--- src/core/adsr_pkg.sv ---
// Package: register map, field positions, reset values and timing constants of the status/mode bank
package adsr_pkg;
	localparam int ADDR_W = 6;
	localparam int DATA_W = 16;
	localparam logic [5:0] IDENT_IDX = 6'h00;
	localparam logic [5:0] DEV_STATUS_IDX = 6'h01;
	localparam logic [5:0] OP_MODE_IDX = 6'h02;
	localparam logic [5:0] EVT_STATUS_IDX = 6'h20;
	localparam logic [5:0] EVT_CLEAR_IDX = 6'h21;
	localparam logic [5:0] EVT_ENABLE_IDX = 6'h22;
	// Arbitrary value for the fixed upper identification nibble
	localparam logic [3:0] IDENT_UPPER = 4'h7;
	localparam logic [3:0] CHANNEL_TOTAL = 4'h2;
	// Arbitrary value for the revision byte
	localparam logic [7:0] IDENT_REVISION = 8'h5A;
	localparam logic [15:0] DEV_STATUS_RESET = 16'h0500;
	localparam logic [15:0] OP_MODE_RESET = 16'h0510;
	localparam logic [15:0] OP_MODE_WMASK = 16'h3F1F;
	localparam int ST_LOCK = 15;
	localparam int ST_RESYNC = 14;
	localparam int ST_MAPCRC = 13;
	localparam int ST_CRCERR = 12;
	localparam int ST_CRCTYPE = 11;
	localparam int ST_RESET = 10;
	localparam int MD_REGCRC_EN = 13;
	localparam int MD_RXCRC_EN = 12;
	localparam int MD_RESET = 10;
	localparam int EVT_W = 6;
	localparam logic [1:0] SRC_LAGGING = 2'h0;
	localparam logic [1:0] SRC_OR = 2'h1;
	localparam int CLK_MHZ = 25;
	localparam int PULSE_NS = 200;
	localparam int PULSE_CYC = (PULSE_NS * CLK_MHZ + 999) / 1000;
	localparam logic [3:0] PULSE_CNT = 4'(PULSE_CYC);
endpackage

--- src/core/adsr_pulse.sv ---
// Fixed-width low pulse generator for the data-ready pin
module adsr_pulse
	import adsr_pkg::*;
(
	// Clock and reset
	input wire logic clk_i,
	input wire logic rst_i,
	// Control
	input wire logic fire_i,
	output logic busy_o
);
	typedef struct packed {
		logic [3:0] cnt;
	} adsr_pulse_state_type;
	adsr_pulse_state_type s_r;
	adsr_pulse_state_type s_nxt;

	always_comb
	begin
		s_nxt = s_r;
		if (fire_i)
			s_nxt.cnt = PULSE_CNT;
		else if (s_r.cnt != 4'h0)
			s_nxt.cnt = s_r.cnt - 4'h1;
	end

	always_ff @(posedge clk_i or posedge rst_i)
	begin
		if (rst_i)
			s_r <= '0;
		else
			s_r <= s_nxt;
	end

	assign busy_o = (s_r.cnt != 4'h0);

	pulse_len_a: assert property (@(posedge clk_i) disable iff (rst_i)
		fire_i |=> busy_o [*4]) else $error("ready pulse too short");
endmodule

--- src/core/adsr_regs.sv ---
// Identification, status and mode register bank with event interrupt and data-ready pin
module adsr_regs
	import adsr_pkg::*;
(
	// Clock and reset
	input wire logic clk_i,
	input wire logic rst_i,
	// Register port
	input wire logic [ADDR_W-1:0] addr_i,
	input wire logic [DATA_W-1:0] wdata_i,
	input wire logic wr_i,
	input wire logic rd_i,
	output logic [DATA_W-1:0] rdata_o,
	// Converter events
	input wire logic lock_i,
	input wire logic resync_i,
	input wire logic map_crc_change_i,
	input wire logic rx_crc_error_i,
	input wire logic chan_zero_new_data_i,
	input wire logic chan_one_new_data_i,
	input wire logic chan_zero_read_i,
	input wire logic chan_one_read_i,
	// Configuration to datapath
	output logic map_crc_en_o,
	output logic rx_crc_en_o,
	output logic timeout_en_o,
	output logic [1:0] word_size_select_o,
	// Data-ready pin and interrupt
	output logic ready_pin_o,
	output logic ready_pin_oe_o,
	output logic irq_o
);
	typedef struct packed {
		logic [15:0] mode;
		logic resync_seen_flag;
		logic map_flag;
		logic crcerr_flag;
		logic rst_flag;
		logic chan_zero_new_data;
		logic chan_one_new_data;
		logic [EVT_W-1:0] evt;
		logic [EVT_W-1:0] evt_en;
		logic pend_q;
		logic [15:0] rdata;
	} adsr_regs_state_type;
	adsr_regs_state_type s_r;
	adsr_regs_state_type s_nxt;

	logic [15:0] ident_v;
	logic [15:0] status_v;
	logic [EVT_W-1:0] evt_set;
	logic [EVT_W-1:0] evt_clr;
	logic pend;
	logic fire;
	logic busy;
	logic [1:0] src;

	assign ident_v = {IDENT_UPPER, CHANNEL_TOTAL, IDENT_REVISION};
	assign status_v = {lock_i, s_r.resync_seen_flag, s_r.map_flag, s_r.crcerr_flag,
		s_r.mode[ST_CRCTYPE], s_r.rst_flag, s_r.mode[9:8],
		6'h00, s_r.chan_one_new_data, s_r.chan_zero_new_data};
	assign evt_set = {resync_i, map_crc_change_i & s_r.mode[MD_REGCRC_EN],
		rx_crc_error_i & s_r.mode[MD_RXCRC_EN], chan_one_new_data_i, chan_zero_new_data_i, 1'b0};
	assign evt_clr = (wr_i && addr_i == EVT_CLEAR_IDX) ? wdata_i[EVT_W-1:0] : '0;
	assign src = s_r.mode[3:2];

	always_comb
	begin
		s_nxt = s_r;
		// Status flags: set beats clear in the same cycle
		if (resync_i)
			s_nxt.resync_seen_flag = 1'b1;
		else if (rd_i && addr_i == DEV_STATUS_IDX)
			s_nxt.resync_seen_flag = 1'b0;
		if (map_crc_change_i && s_r.mode[MD_REGCRC_EN])
			s_nxt.map_flag = 1'b1;
		else if (rd_i && addr_i == DEV_STATUS_IDX)
			s_nxt.map_flag = 1'b0;
		if (rx_crc_error_i && s_r.mode[MD_RXCRC_EN])
			s_nxt.crcerr_flag = 1'b1;
		else if (rd_i && addr_i == DEV_STATUS_IDX)
			s_nxt.crcerr_flag = 1'b0;
		if (chan_zero_new_data_i)
			s_nxt.chan_zero_new_data = 1'b1;
		else if (chan_zero_read_i)
			s_nxt.chan_zero_new_data = 1'b0;
		if (chan_one_new_data_i)
			s_nxt.chan_one_new_data = 1'b1;
		else if (chan_one_read_i)
			s_nxt.chan_one_new_data = 1'b0;
		if (wr_i && addr_i == OP_MODE_IDX)
		begin
			s_nxt.mode = wdata_i & OP_MODE_WMASK;
			if (!wdata_i[MD_RESET])
				s_nxt.rst_flag = 1'b0;
		end
		if (wr_i && addr_i == EVT_ENABLE_IDX)
			s_nxt.evt_en = wdata_i[EVT_W-1:0];
		s_nxt.evt = (s_r.evt & ~evt_clr) | evt_set;
		s_nxt.pend_q = pend;
		s_nxt.rdata = 16'h0000;
		if (rd_i)
		begin
			unique case (addr_i)
				IDENT_IDX: s_nxt.rdata = ident_v;
				DEV_STATUS_IDX: s_nxt.rdata = status_v;
				OP_MODE_IDX: s_nxt.rdata = {s_r.mode[15:11], s_r.rst_flag, s_r.mode[9:0]};
				EVT_STATUS_IDX: s_nxt.rdata = {10'h000, s_r.evt};
				EVT_ENABLE_IDX: s_nxt.rdata = {10'h000, s_r.evt_en};
				default: s_nxt.rdata = 16'h0000;
			endcase
		end
	end

	always_ff @(posedge clk_i or posedge rst_i)
	begin
		if (rst_i)
		begin
			s_r <= '0;
			s_r.mode <= OP_MODE_RESET;
			s_r.rst_flag <= DEV_STATUS_RESET[ST_RESET];
		end
		else
			s_r <= s_nxt;
	end

	// Data-ready source selection
	always_comb
	begin
		pend = 1'b0;
		unique case (src)
			SRC_LAGGING: pend = s_r.chan_zero_new_data & s_r.chan_one_new_data;
			SRC_OR: pend = s_r.chan_zero_new_data | s_r.chan_one_new_data;
			default: pend = s_r.chan_zero_new_data | s_r.chan_one_new_data;
		endcase
	end
	assign fire = pend & ~s_r.pend_q;

	adsr_pulse u_pulse (
		.clk_i(clk_i),
		.rst_i(rst_i),
		.fire_i(fire),
		.busy_o(busy)
	);

	always_comb
	begin
		if (s_r.mode[0])
			ready_pin_o = ~busy;
		else
			ready_pin_o = ~pend;
		ready_pin_oe_o = ~(s_r.mode[1] & ready_pin_o);
	end

	assign rdata_o = s_r.rdata;
	assign irq_o = |(s_r.evt & s_r.evt_en);
	assign map_crc_en_o = s_r.mode[MD_REGCRC_EN];
	assign rx_crc_en_o = s_r.mode[MD_RXCRC_EN];
	assign timeout_en_o = s_r.mode[4];
	assign word_size_select_o = s_r.mode[9:8];

	// Read-back of the identification and status words
	ident_read_a: assert property (@(posedge clk_i) disable iff (rst_i)
		rd_i && addr_i == IDENT_IDX |=> rdata_o[15:8] == {IDENT_UPPER, CHANNEL_TOTAL})
		else $error("bad identification");

	ident_rev_a: assert property (@(posedge clk_i) disable iff (rst_i)
		rd_i && addr_i == IDENT_IDX |=> rdata_o[7:0] == IDENT_REVISION)
		else $error("bad revision byte");

	mirror_a: assert property (@(posedge clk_i) disable iff (rst_i)
		rd_i && addr_i == DEV_STATUS_IDX |=> rdata_o[11] == $past(s_r.mode[11])
		&& rdata_o[9:8] == $past(s_r.mode[9:8])) else $error("status mirror wrong");

	reserved_zero_a: assert property (@(posedge clk_i) disable iff (rst_i)
		rd_i && addr_i == DEV_STATUS_IDX |=> rdata_o[7:2] == 6'h00)
		else $error("reserved status set");

	lock_a: assert property (@(posedge clk_i) disable iff (rst_i)
		rd_i && addr_i == DEV_STATUS_IDX |=> rdata_o[15] == $past(lock_i))
		else $error("lock bit wrong");

	resync_bit_a: assert property (@(posedge clk_i) disable iff (rst_i)
		rd_i && addr_i == DEV_STATUS_IDX |=> rdata_o[14] == $past(s_r.resync_seen_flag))
		else $error("resync bit wrong");

	rst_flag_a: assert property (@(posedge clk_i) disable iff (rst_i)
		rd_i && addr_i == DEV_STATUS_IDX |=> rdata_o[10] == $past(s_r.rst_flag))
		else $error("reset bit wrong");

	status_bits_a: assert property (@(posedge clk_i) disable iff (rst_i)
		rd_i && addr_i == DEV_STATUS_IDX |=> rdata_o[1:0]
		== $past({s_r.chan_one_new_data, s_r.chan_zero_new_data})) else $error("data bits wrong");

	// Sticky status flags
	resync_set_a: assert property (@(posedge clk_i) disable iff (rst_i)
		resync_i |=> s_r.resync_seen_flag)
		else $error("resync flag lost");

	map_set_a: assert property (@(posedge clk_i) disable iff (rst_i)
		map_crc_change_i && s_r.mode[MD_REGCRC_EN] |=> s_r.map_flag)
		else $error("map checksum flag lost");

	map_gate_a: assert property (@(posedge clk_i) disable iff (rst_i)
		map_crc_change_i && !s_r.mode[MD_REGCRC_EN] && !s_r.map_flag |=> !s_r.map_flag)
		else $error("map flag while disabled");

	crcerr_set_a: assert property (@(posedge clk_i) disable iff (rst_i)
		rx_crc_error_i && s_r.mode[MD_RXCRC_EN] |=> s_r.crcerr_flag)
		else $error("checksum error flag lost");

	crcerr_gate_a: assert property (@(posedge clk_i) disable iff (rst_i)
		rx_crc_error_i && !s_r.mode[MD_RXCRC_EN] && !s_r.crcerr_flag && !rd_i |=> !s_r.crcerr_flag)
		else $error("checksum error while disabled");

	new_data_a: assert property (@(posedge clk_i) disable iff (rst_i)
		chan_one_new_data_i |=> s_r.chan_one_new_data && s_r.evt[2])
		else $error("channel one data lost");

	chan_zero_a: assert property (@(posedge clk_i) disable iff (rst_i)
		chan_zero_new_data_i |=> s_r.chan_zero_new_data && s_r.evt[1])
		else $error("channel zero data lost");

	// Mode register and its outputs
	mode_write_a: assert property (@(posedge clk_i) disable iff (rst_i)
		wr_i && addr_i == OP_MODE_IDX |=> s_r.mode == ($past(wdata_i) & OP_MODE_WMASK))
		else $error("mode write lost");

	mode_read_a: assert property (@(posedge clk_i) disable iff (rst_i)
		rd_i && addr_i == OP_MODE_IDX |=> rdata_o[15:11] == $past(s_r.mode[15:11])
		&& rdata_o[10] == $past(s_r.rst_flag)) else $error("mode read wrong");

	rst_clear_a: assert property (@(posedge clk_i) disable iff (rst_i)
		wr_i && addr_i == OP_MODE_IDX && !wdata_i[MD_RESET] |=> !s_r.rst_flag)
		else $error("reset flag kept");

	rst_keep_a: assert property (@(posedge clk_i) disable iff (rst_i)
		wr_i && addr_i == OP_MODE_IDX && wdata_i[MD_RESET] && s_r.rst_flag |=> s_r.rst_flag)
		else $error("reset flag dropped");

	status_write_a: assert property (@(posedge clk_i) disable iff (rst_i)
		wr_i && addr_i == DEV_STATUS_IDX |=> s_r.mode == $past(s_r.mode))
		else $error("status write acted");

	crc_enable_a: assert property (@(posedge clk_i) disable iff (rst_i)
		wr_i && addr_i == OP_MODE_IDX |=> map_crc_en_o == $past(wdata_i[MD_REGCRC_EN])
		&& rx_crc_en_o == $past(wdata_i[MD_RXCRC_EN])) else $error("checksum enables wrong");

	word_out_a: assert property (@(posedge clk_i) disable iff (rst_i)
		wr_i && addr_i == OP_MODE_IDX |=> word_size_select_o == $past(wdata_i[9:8]))
		else $error("word length output wrong");

	// Data-ready pin
	ready_level_a: assert property (@(posedge clk_i) disable iff (rst_i)
		!s_r.mode[0] && src == SRC_OR && s_r.chan_zero_new_data |-> !ready_pin_o && ready_pin_oe_o)
		else $error("ready pin not low");

	lagging_wait_a: assert property (@(posedge clk_i) disable iff (rst_i)
		!s_r.mode[0] && src == SRC_LAGGING && (s_r.chan_zero_new_data ^ s_r.chan_one_new_data)
		|-> ready_pin_o) else $error("lagging source fired early");

	leading_any_a: assert property (@(posedge clk_i) disable iff (rst_i)
		!s_r.mode[0] && src[1] && s_r.chan_one_new_data |-> !ready_pin_o)
		else $error("leading source missed");

	idle_float_a: assert property (@(posedge clk_i) disable iff (rst_i)
		s_r.mode[1] && ready_pin_o |-> !ready_pin_oe_o)
		else $error("idle pin driven");

	idle_drive_a: assert property (@(posedge clk_i) disable iff (rst_i)
		!s_r.mode[1] |-> ready_pin_oe_o)
		else $error("pin not driven");

	pulse_start_a: assert property (@(posedge clk_i) disable iff (rst_i)
		s_r.mode[0] && fire && !wr_i |=> !ready_pin_o && ready_pin_oe_o)
		else $error("ready pulse missing");

	// Main scenarios
	cov_irq_c: cover property (@(posedge clk_i) disable iff (rst_i) irq_o);
	cov_lag_c: cover property (@(posedge clk_i) disable iff (rst_i) src == SRC_LAGGING && !ready_pin_o);
	cov_pulse_c: cover property (@(posedge clk_i) disable iff (rst_i) s_r.mode[0] && fire);
	cov_float_c: cover property (@(posedge clk_i) disable iff (rst_i) !ready_pin_oe_o);
	cov_rstclr_c: cover property (@(posedge clk_i) disable iff (rst_i) $fell(s_r.rst_flag));
endmodule

--- config.mk ---
export PLATFORM = sky130hd
export DESIGN_NAME = adsr_regs
export DESIGN_NICKNAME = d
export VERILOG_FILES = /design/src/core/adsr_pkg.sv /design/src/core/adsr_pulse.sv /design/src/core/adsr_regs.sv
export SDC_FILE = /design/constraint.sdc
export NUM_CORES = 1
export LEC_CHECK = 0
export BUFFER_PORTS_ARGS = -buffer_cell sky130_fd_sc_hd__clkbuf_2
export CAP_MARGIN = 30
export CORE_UTILIZATION = 47
export CTS_BUF_LIST = sky130_fd_sc_hd__clkbuf_4
export DETAILED_ROUTE_END_ITERATION = 10
export PLACE_DENSITY = 0.8
export SYNTH_ARGS = -nofsm -noshare
export SYNTH_HDL_FRONTEND = slang
export SYNTH_SLANG_ARGS = --single-unit
--- constraint.sdc ---
create_clock -name clk_i -period 2.35 [get_ports clk_i]
set_input_delay 0.47 -clock clk_i [delete_from_list [all_inputs] [get_ports clk_i]]
set_output_delay 0.47 -clock clk_i [all_outputs]
set_load 0.005 [all_outputs]
==> After elaboration in Yosys (flattened, before gate mapping) <==
Index checks and enable logic that the tools add are counted.
{ "op_classes": {"addsub": 1, "multipliers": 0, "div": 0, "magnitude_cmp": 0, "n_eq_ne": 5, "shifts": 0, "n_mux": 15, "bitwise": 15, "n_reduce_logical": 17} }
{ "op_table": {"columns": ["operator", "n"], "rows": [
  ["16-bit one-hot mux with 5 select lines", 1],
  ["6-bit == test (second input constant)", 3],
  ["16-bit 2-to-1 mux", 1],
  ["6-bit AND", 2],
  ["2-bit nonzero test", 6],
  ["1-bit 2-to-1 mux", 10],
  ["4-bit 2-to-1 mux", 2],
  ["6-bit by 1-bit == test with 1-bit output (second input constant)", 1],
  ["6-bit by 2-bit == test with 1-bit output (second input constant)", 1],
  ["1-bit logical AND", 6],
  ["6-bit logical NOT", 1],
  ["6-bit 2-to-1 mux", 1],
  ["6-bit NOT", 1],
  ["6-bit OR", 1],
  ["6-bit OR reduction", 1],
  ["1-bit AND", 5],
  ["1-bit NOT", 5],
  ["4-bit nonzero test", 1],
  ["4-bit by 1-bit subtractor with 4-bit output (second input constant)", 1],
  ["2-bit logical NOT", 1],
  ["2-bit AND reduction", 1],
  ["1-bit OR", 1]
]} }
{ "totals": {"regBits": 50, "latch_bits": 0, "mem_bits_rw": 0, "romBits": 0, "in_bits": 34, "out_inout_bits": 24, "wordCells": 65, "memories": 0} }

==> Depth between registers and ports, before layout <==
{ "logic_depth": {"ltp_word": 6, "mapped_depth": 5, "mapped_depth_nobuf": 5} }

==> Cells and area by module <==
A second synthesis with hierarchy kept.
{ "hier_totals": {"cells_unflattened": 205, "hier_area_um2": 2331.0} }
{ "by_module_without_submodules": {"columns": ["mod", "instances", "cells_each", "area_per_inst_um2", "seq_area_each_um2"], "rows": [
  ["adsr_regs", 1, 182, 2089.5, 1104.8],
  ["adsr_pulse", 1, 23, 241.5, 100.1]
]} }

==> Worst setup path after synthesis <==
OpenSTA, ideal clock, no wires.
{ "synth_timing": {"kind": "input -> register", "start": "input port addr_i[0]", "end": "register s_r[17] (netlist name)", "setup_ns": 0.125, "t_arrival_ns": 1.769, "t_required_ns": 2.225, "setup_slack_ns": 0.456, "stages": 4, "path_buffers": 1, "path_cell_list": "buf_6 > or4b_4 > nor3_4 > mux2_2"} }
{ "synth_between": {"elab_chain_len": 2} }
{ "synth_rtl": {"columns": ["item", "line", "source"], "rows": [
  ["start: declaration", "adsr_regs.sv:9", "input wire logic [ADDR_W-1:0] addr_i,"],
  ["6-bit == test", "adsr_regs.sv:97", "if (wr_i && addr_i == EVT_ENABLE_IDX)"],
  ["1-bit logical AND", "adsr_regs.sv:97", null],
  ["end signal: assignment", "adsr_regs.sv:124", "s_r <= s_nxt;"],
  ["end: declaration", "adsr_regs.sv:46", "adsr_regs_state_type s_r;"]
]} }
Every way passes these cells.
A chain may end at the register's enable or synchronous reset.

==> Worst setup path after layout <==
{ "layout_timing": {"start": "register u_pulse.s_r[0] (netlist name)", "end": "output port ready_pin_oe_o"} }
{ "layout_between": {"elab_chain_len": 5} }
{ "layout_rtl": {"columns": ["item", "line", "source"], "rows": [
  ["start: declaration", "adsr_pulse.sv:15", "adsr_pulse_state_type s_r;"],
  ["start signal: assignment", "adsr_pulse.sv:32", "s_r <= s_nxt;"],
  ["4-bit nonzero test", "adsr_pulse.sv:35", "assign busy_o = (s_r.cnt != 4'h0);"],
  ["1-bit NOT", "adsr_regs.sv:149", "ready_pin_o = ~busy;"],
  ["1-bit 2-to-1 mux", "adsr_regs.sv:148", "if (s_r.mode[0])"],
  ["1-bit AND", "adsr_regs.sv:152", "ready_pin_oe_o = ~(s_r.mode[1] & ready_pin_o);"],
  ["1-bit NOT", "adsr_regs.sv:152", null],
  ["end: declaration", "adsr_regs.sv:30", "output logic ready_pin_oe_o,"]
]} }
Every way passes these cells.

==> parameters.txt <==
Parameter                              Value

Die
  Core footprint ... about 4500 um2
  Number of placed I/O pins ... 58
  DIE HEIGHT ... just over 70 um
  Overall die area ... ~5100 um2
  Starting density of the core ... about half
  Horiz. Die Dim ... between 70 and 80 um
  Count of standard-cell rows ... 24

Drt
  Post-detailed-route via-to-cell ratio ... around 5.5
  Average routed wire per standard cell ... roughly 15 um
  Number of design-rule violations left by the first detailed-router iteration ... roughly 80
  Highest metal layer with signal wires ... met4
  Vias after detailed routing ... 1618
  Residual DRC count ... 0
  Pre-antenna DRT Iters ... 5
  Number of routed nets with antenna violations ... 0
  Routed length on met3 ... between 200 and 300 um
  Routed wire length on met2 ... roughly 2 mm
  Post-Route WL ... approximately 4.3 mm
  Met1 wire length ... between 1.5 and 2 mm

STA
  Worst hold slack ... between 200 and 300 ps
  Slew Viols, Final ... 0
  Total count of hold-check failures in the final report ... 0
  Clock skew ... roughly 4.8 ps
  Final total negative setup slack ... 0 ps
  Unrepaired setup endpoints after global routing ... false
  Final clock period utilization by the worst path ... roughly 90%
  Setup-violating endpoint count in the final report ... 0
  Highest clock frequency the design can meet ... around 0.47 GHz
  Final critical delay including setup and external delays ... about 2100 ps

Status
  Result of the run ... completed

Yosys
  Library cell occupying the most area in the post-synthesis netlist ... sky130_fd_sc_hd__dfrtp_1
  Share of async-settable or async-resettable flops after synthesis ... between 90% and 100%
  Distinct cell type count after synthesis ... 46
  Post-synthesis sequential area ratio ... about 53%
  EDFF count, synth ... 0
  Synth Net Count ... 235
  Top cells by area in the synthesized netlist ... sky130_fd_sc_hd__dfrtp_1, sky130_fd_sc_hd__mux2_2, sky130_fd_sc_hd__buf_4
  Count of mapped cells out of synthesis ... 200
  Avg Inst Size Synth ... roughly 11 um2
  Total standard cell area after synthesis ... around 2300 um2
  Main flop type after synthesis ... sky130_fd_sc_hd__dfrtp_1
  Share of Yosys cell area claimed by the top area cell type ... about half
  Flip-flop and latch count after synthesis ... between 40 and 50
  Number of warnings issued by yosys ... 0

Finish
  Area delta synth->final ... 12.0%
  Most used cells in the layout excluding fill and tap cells ... sky130_fd_sc_hd__clkbuf_2, sky130_fd_sc_hd__dfrtp_1, sky130_fd_sc_hd__mux2_2
  Share of layout cells above drive strength 1 ... between 30% and 40%
  Post-route design area ... between 2000 and 3000 um2
  Layout Cells excl Fill ... 292
  Final #Nets ... approximately 270
  Most common cell after layout, fill and taps aside ... sky130_fd_sc_hd__clkbuf_2
  Final cell utilization of the core ... a little under three fifths
  Diode count ... 0

Global route
  Initial antenna violation count ... 0
  Via count of the first global-routing pass ... 1542
  Largest net degree at the start of global routing ... 45
  Grt total ovfl ... 0
  Global routing usage summed across all routing layers ... 18.5%
  Global-route wire length before repair ... about 7.3 mm

Clocking
  Clk pin slew, worst setup/hold paths ... around 130 ps
  CTS Root Cell ... sky130_fd_sc_hd__clkbuf_4
  Post-CTS Repair Setup Buffers ... 0
  Worst-skew pair later-pin latency ... around 350 ps
  Number of sinks handled by clock tree synthesis ... 48
  H-tree lvl count ... 2
  Number of buffers on the longest clock path ... 2
  TritonCTS clock tree ... done
  TritonCTS buffer count ... 5

Power
  Leak ... approximately 1.3 nW
  Areal power density over the cells ... between 600 and 700 nW/um2
  Maximum vdd ir drop ... between 0.0003 and 0.0004 V

Worst setup path
  Bufs and invs on worst path ... 2
  Critical Path, Cell by Cell ... inv_1, ha_1, nor4bb_2, a31o_2, nand2_1, clkbuf_2
  Kind of end point of the critical path ... primary output
  Kind of start point of the critical path ... register
  Crit path max-delay family ... flip-flops
  Largest stage delay on the critical path ... 430 ps
  Critical-path maximum fanout ... 4
  Category of the most critical setup path ... reg -> out
  Critical-path top delay cell ... sky130_fd_sc_hd__dfrtp_1
  Signal arrival time at the worst endpoint ... about 1700 ps
  Data required, critical path ... approximately 1900 ps

Run
  Max-capacitance violation count ... 0

Placement
  Number of I/O port buffers ... 52
  Cell Count Post-Placement ... 283
  Final Wtd Congestion ... about 0.88
  Post-detailed-placement half-perimeter wirelength ... 3.18 mm
  Placed standard-cell area ... 2480 um2

Min path
  Min-delay worst type ... in -> reg
==> power by group <==
| group | internal, mW | total, mW | switching, mW |
|---|---|---|---|
| clock network | 0.110 | 0.358 | 0.248 |
| logic | 0.190 | 0.354 | 0.163 |
| registers | 0.926 | 1.02 | 0.0894 |
| total | 1.23 | 1.73 | 0.501 |
==> cell families after synthesis <==
logic type / after synthesis / share of synthesized area (%)
XOR/XNOR: 2 / 0.771
adder cells (fa/ha/maj): 2 / 0.992
other: 1 / 0.165
buffers and inverters: 44 / 10.8
AND/OR/NAND/NOR: 48 / 12.7
multiplexers: 21 / 10.2
flip-flops: 48 / 53.1
AO/OA/AOI/OAI: 34 / 11.3
==> final cells by class <==
class	count	area, um2
Clock buffer	5	37.5
Clock inverter	3	13.8
Fill cell	393	1960
Inverter	16	60.1
Multi-Input combinational cell	108	827
Sequential cell	48	1200
Tap cell	52	65.1
Timing Repair Buffer	60	335
==> worst reg2reg max path: cells and delay by family, from the launching register on <==
family / cells / cell delay, ps
AO/OA/AOI/OAI: 1 / 240
adder cells (fa/ha/maj): 1 / 190
buffers and inverters: 1 / 70
flip-flops: 1 / 430
AND/OR/NAND/NOR: 1 / 500
==> synthesized netlist by cell type (2+ instances only) <==
library cell               instances
sky130_fd_sc_hd__dfrtp_1          45
sky130_fd_sc_hd__buf_4            18
sky130_fd_sc_hd__mux2_2           17
sky130_fd_sc_hd__inv_1            16
sky130_fd_sc_hd__nand3_1          11
sky130_fd_sc_hd__nand2_1           7
sky130_fd_sc_hd__a21o_1            6
sky130_fd_sc_hd__a21oi_1           5
sky130_fd_sc_hd__nor2_1            5
sky130_fd_sc_hd__a22o_1            4
sky130_fd_sc_hd__buf_2             4
sky130_fd_sc_hd__clkbuf_1          4
sky130_fd_sc_hd__mux2i_1           4
sky130_fd_sc_hd__nor3_1            4
sky130_fd_sc_hd__nor3b_1           4
sky130_fd_sc_hd__a221o_1           3
sky130_fd_sc_hd__a22oi_1           3
sky130_fd_sc_hd__and2_1            3
sky130_fd_sc_hd__dfstp_2           3
sky130_fd_sc_hd__nor2b_1           3
sky130_fd_sc_hd__a211oi_1          2
sky130_fd_sc_hd__nor4_1            2
sky130_fd_sc_hd__o21ai_0           2
sky130_fd_sc_hd__o22ai_1           2
sky130_fd_sc_hd__xnor2_1           2
==> through the flow <==
| step | setup WS, ps | total power, mW |
|---|---|---|
| after floorplan | 456 | 1.26 |
| after global placement | 365 | 1.36 |
| after detailed placement | 355 | 1.38 |
| after CTS | 134 | 1.74 |
| after global routing | 35.5 | 1.83 |
| final | 205 | 1.73 |
==> final timing paths <==
path	start	cells after the start	slack [ps]	to
min in group asynchronous	rst_i	3	510	s_r[46]$_DFFE_PP0N_
hold / removal	lock_i	3	290	rdata_o[15]$_DFF_PP0_
max in group asynchronous	rst_i	4	1350	timeout_en_o$_DFFE_PP1N_
hold reg to reg	s_r[31]$_DFFE_PP1P_	1	470	s_r[31]$_DFFE_PP1P_
setup reg to reg	u_pulse.s_r[0]$_DFFE_PP0P_	4	840	u_pulse.s_r[1]$_DFFE_PP0P_
setup / recovery	u_pulse.s_r[0]$_DFFE_PP0P_	6	210	ready_pin_oe_o
==> per-layer routing <==
layer  track usage, %  vias to the layer above
met5                0                        -
met4             5.88                        0
met3             5.20                        9
met2             29.8                       64
met1             24.4                      789
li1                 -                      756
==> state kept, by name (all words and copies together) (netlist names) <==
name and count:
map_crc_en_o 1, rdata_o 15, rx_crc_en_o 1, s_r 24, timeout_en_o 1, u_pulse.s_r 4, word_size_select_o 2
==> timing repair <==
action,in CTS,in global routing
hold buffers,1,0
endpoints found under the hold margin,3,0
endpoints found under the setup margin,0,1
resized for setup,0,1
Power figures use the tool's default switching activity.
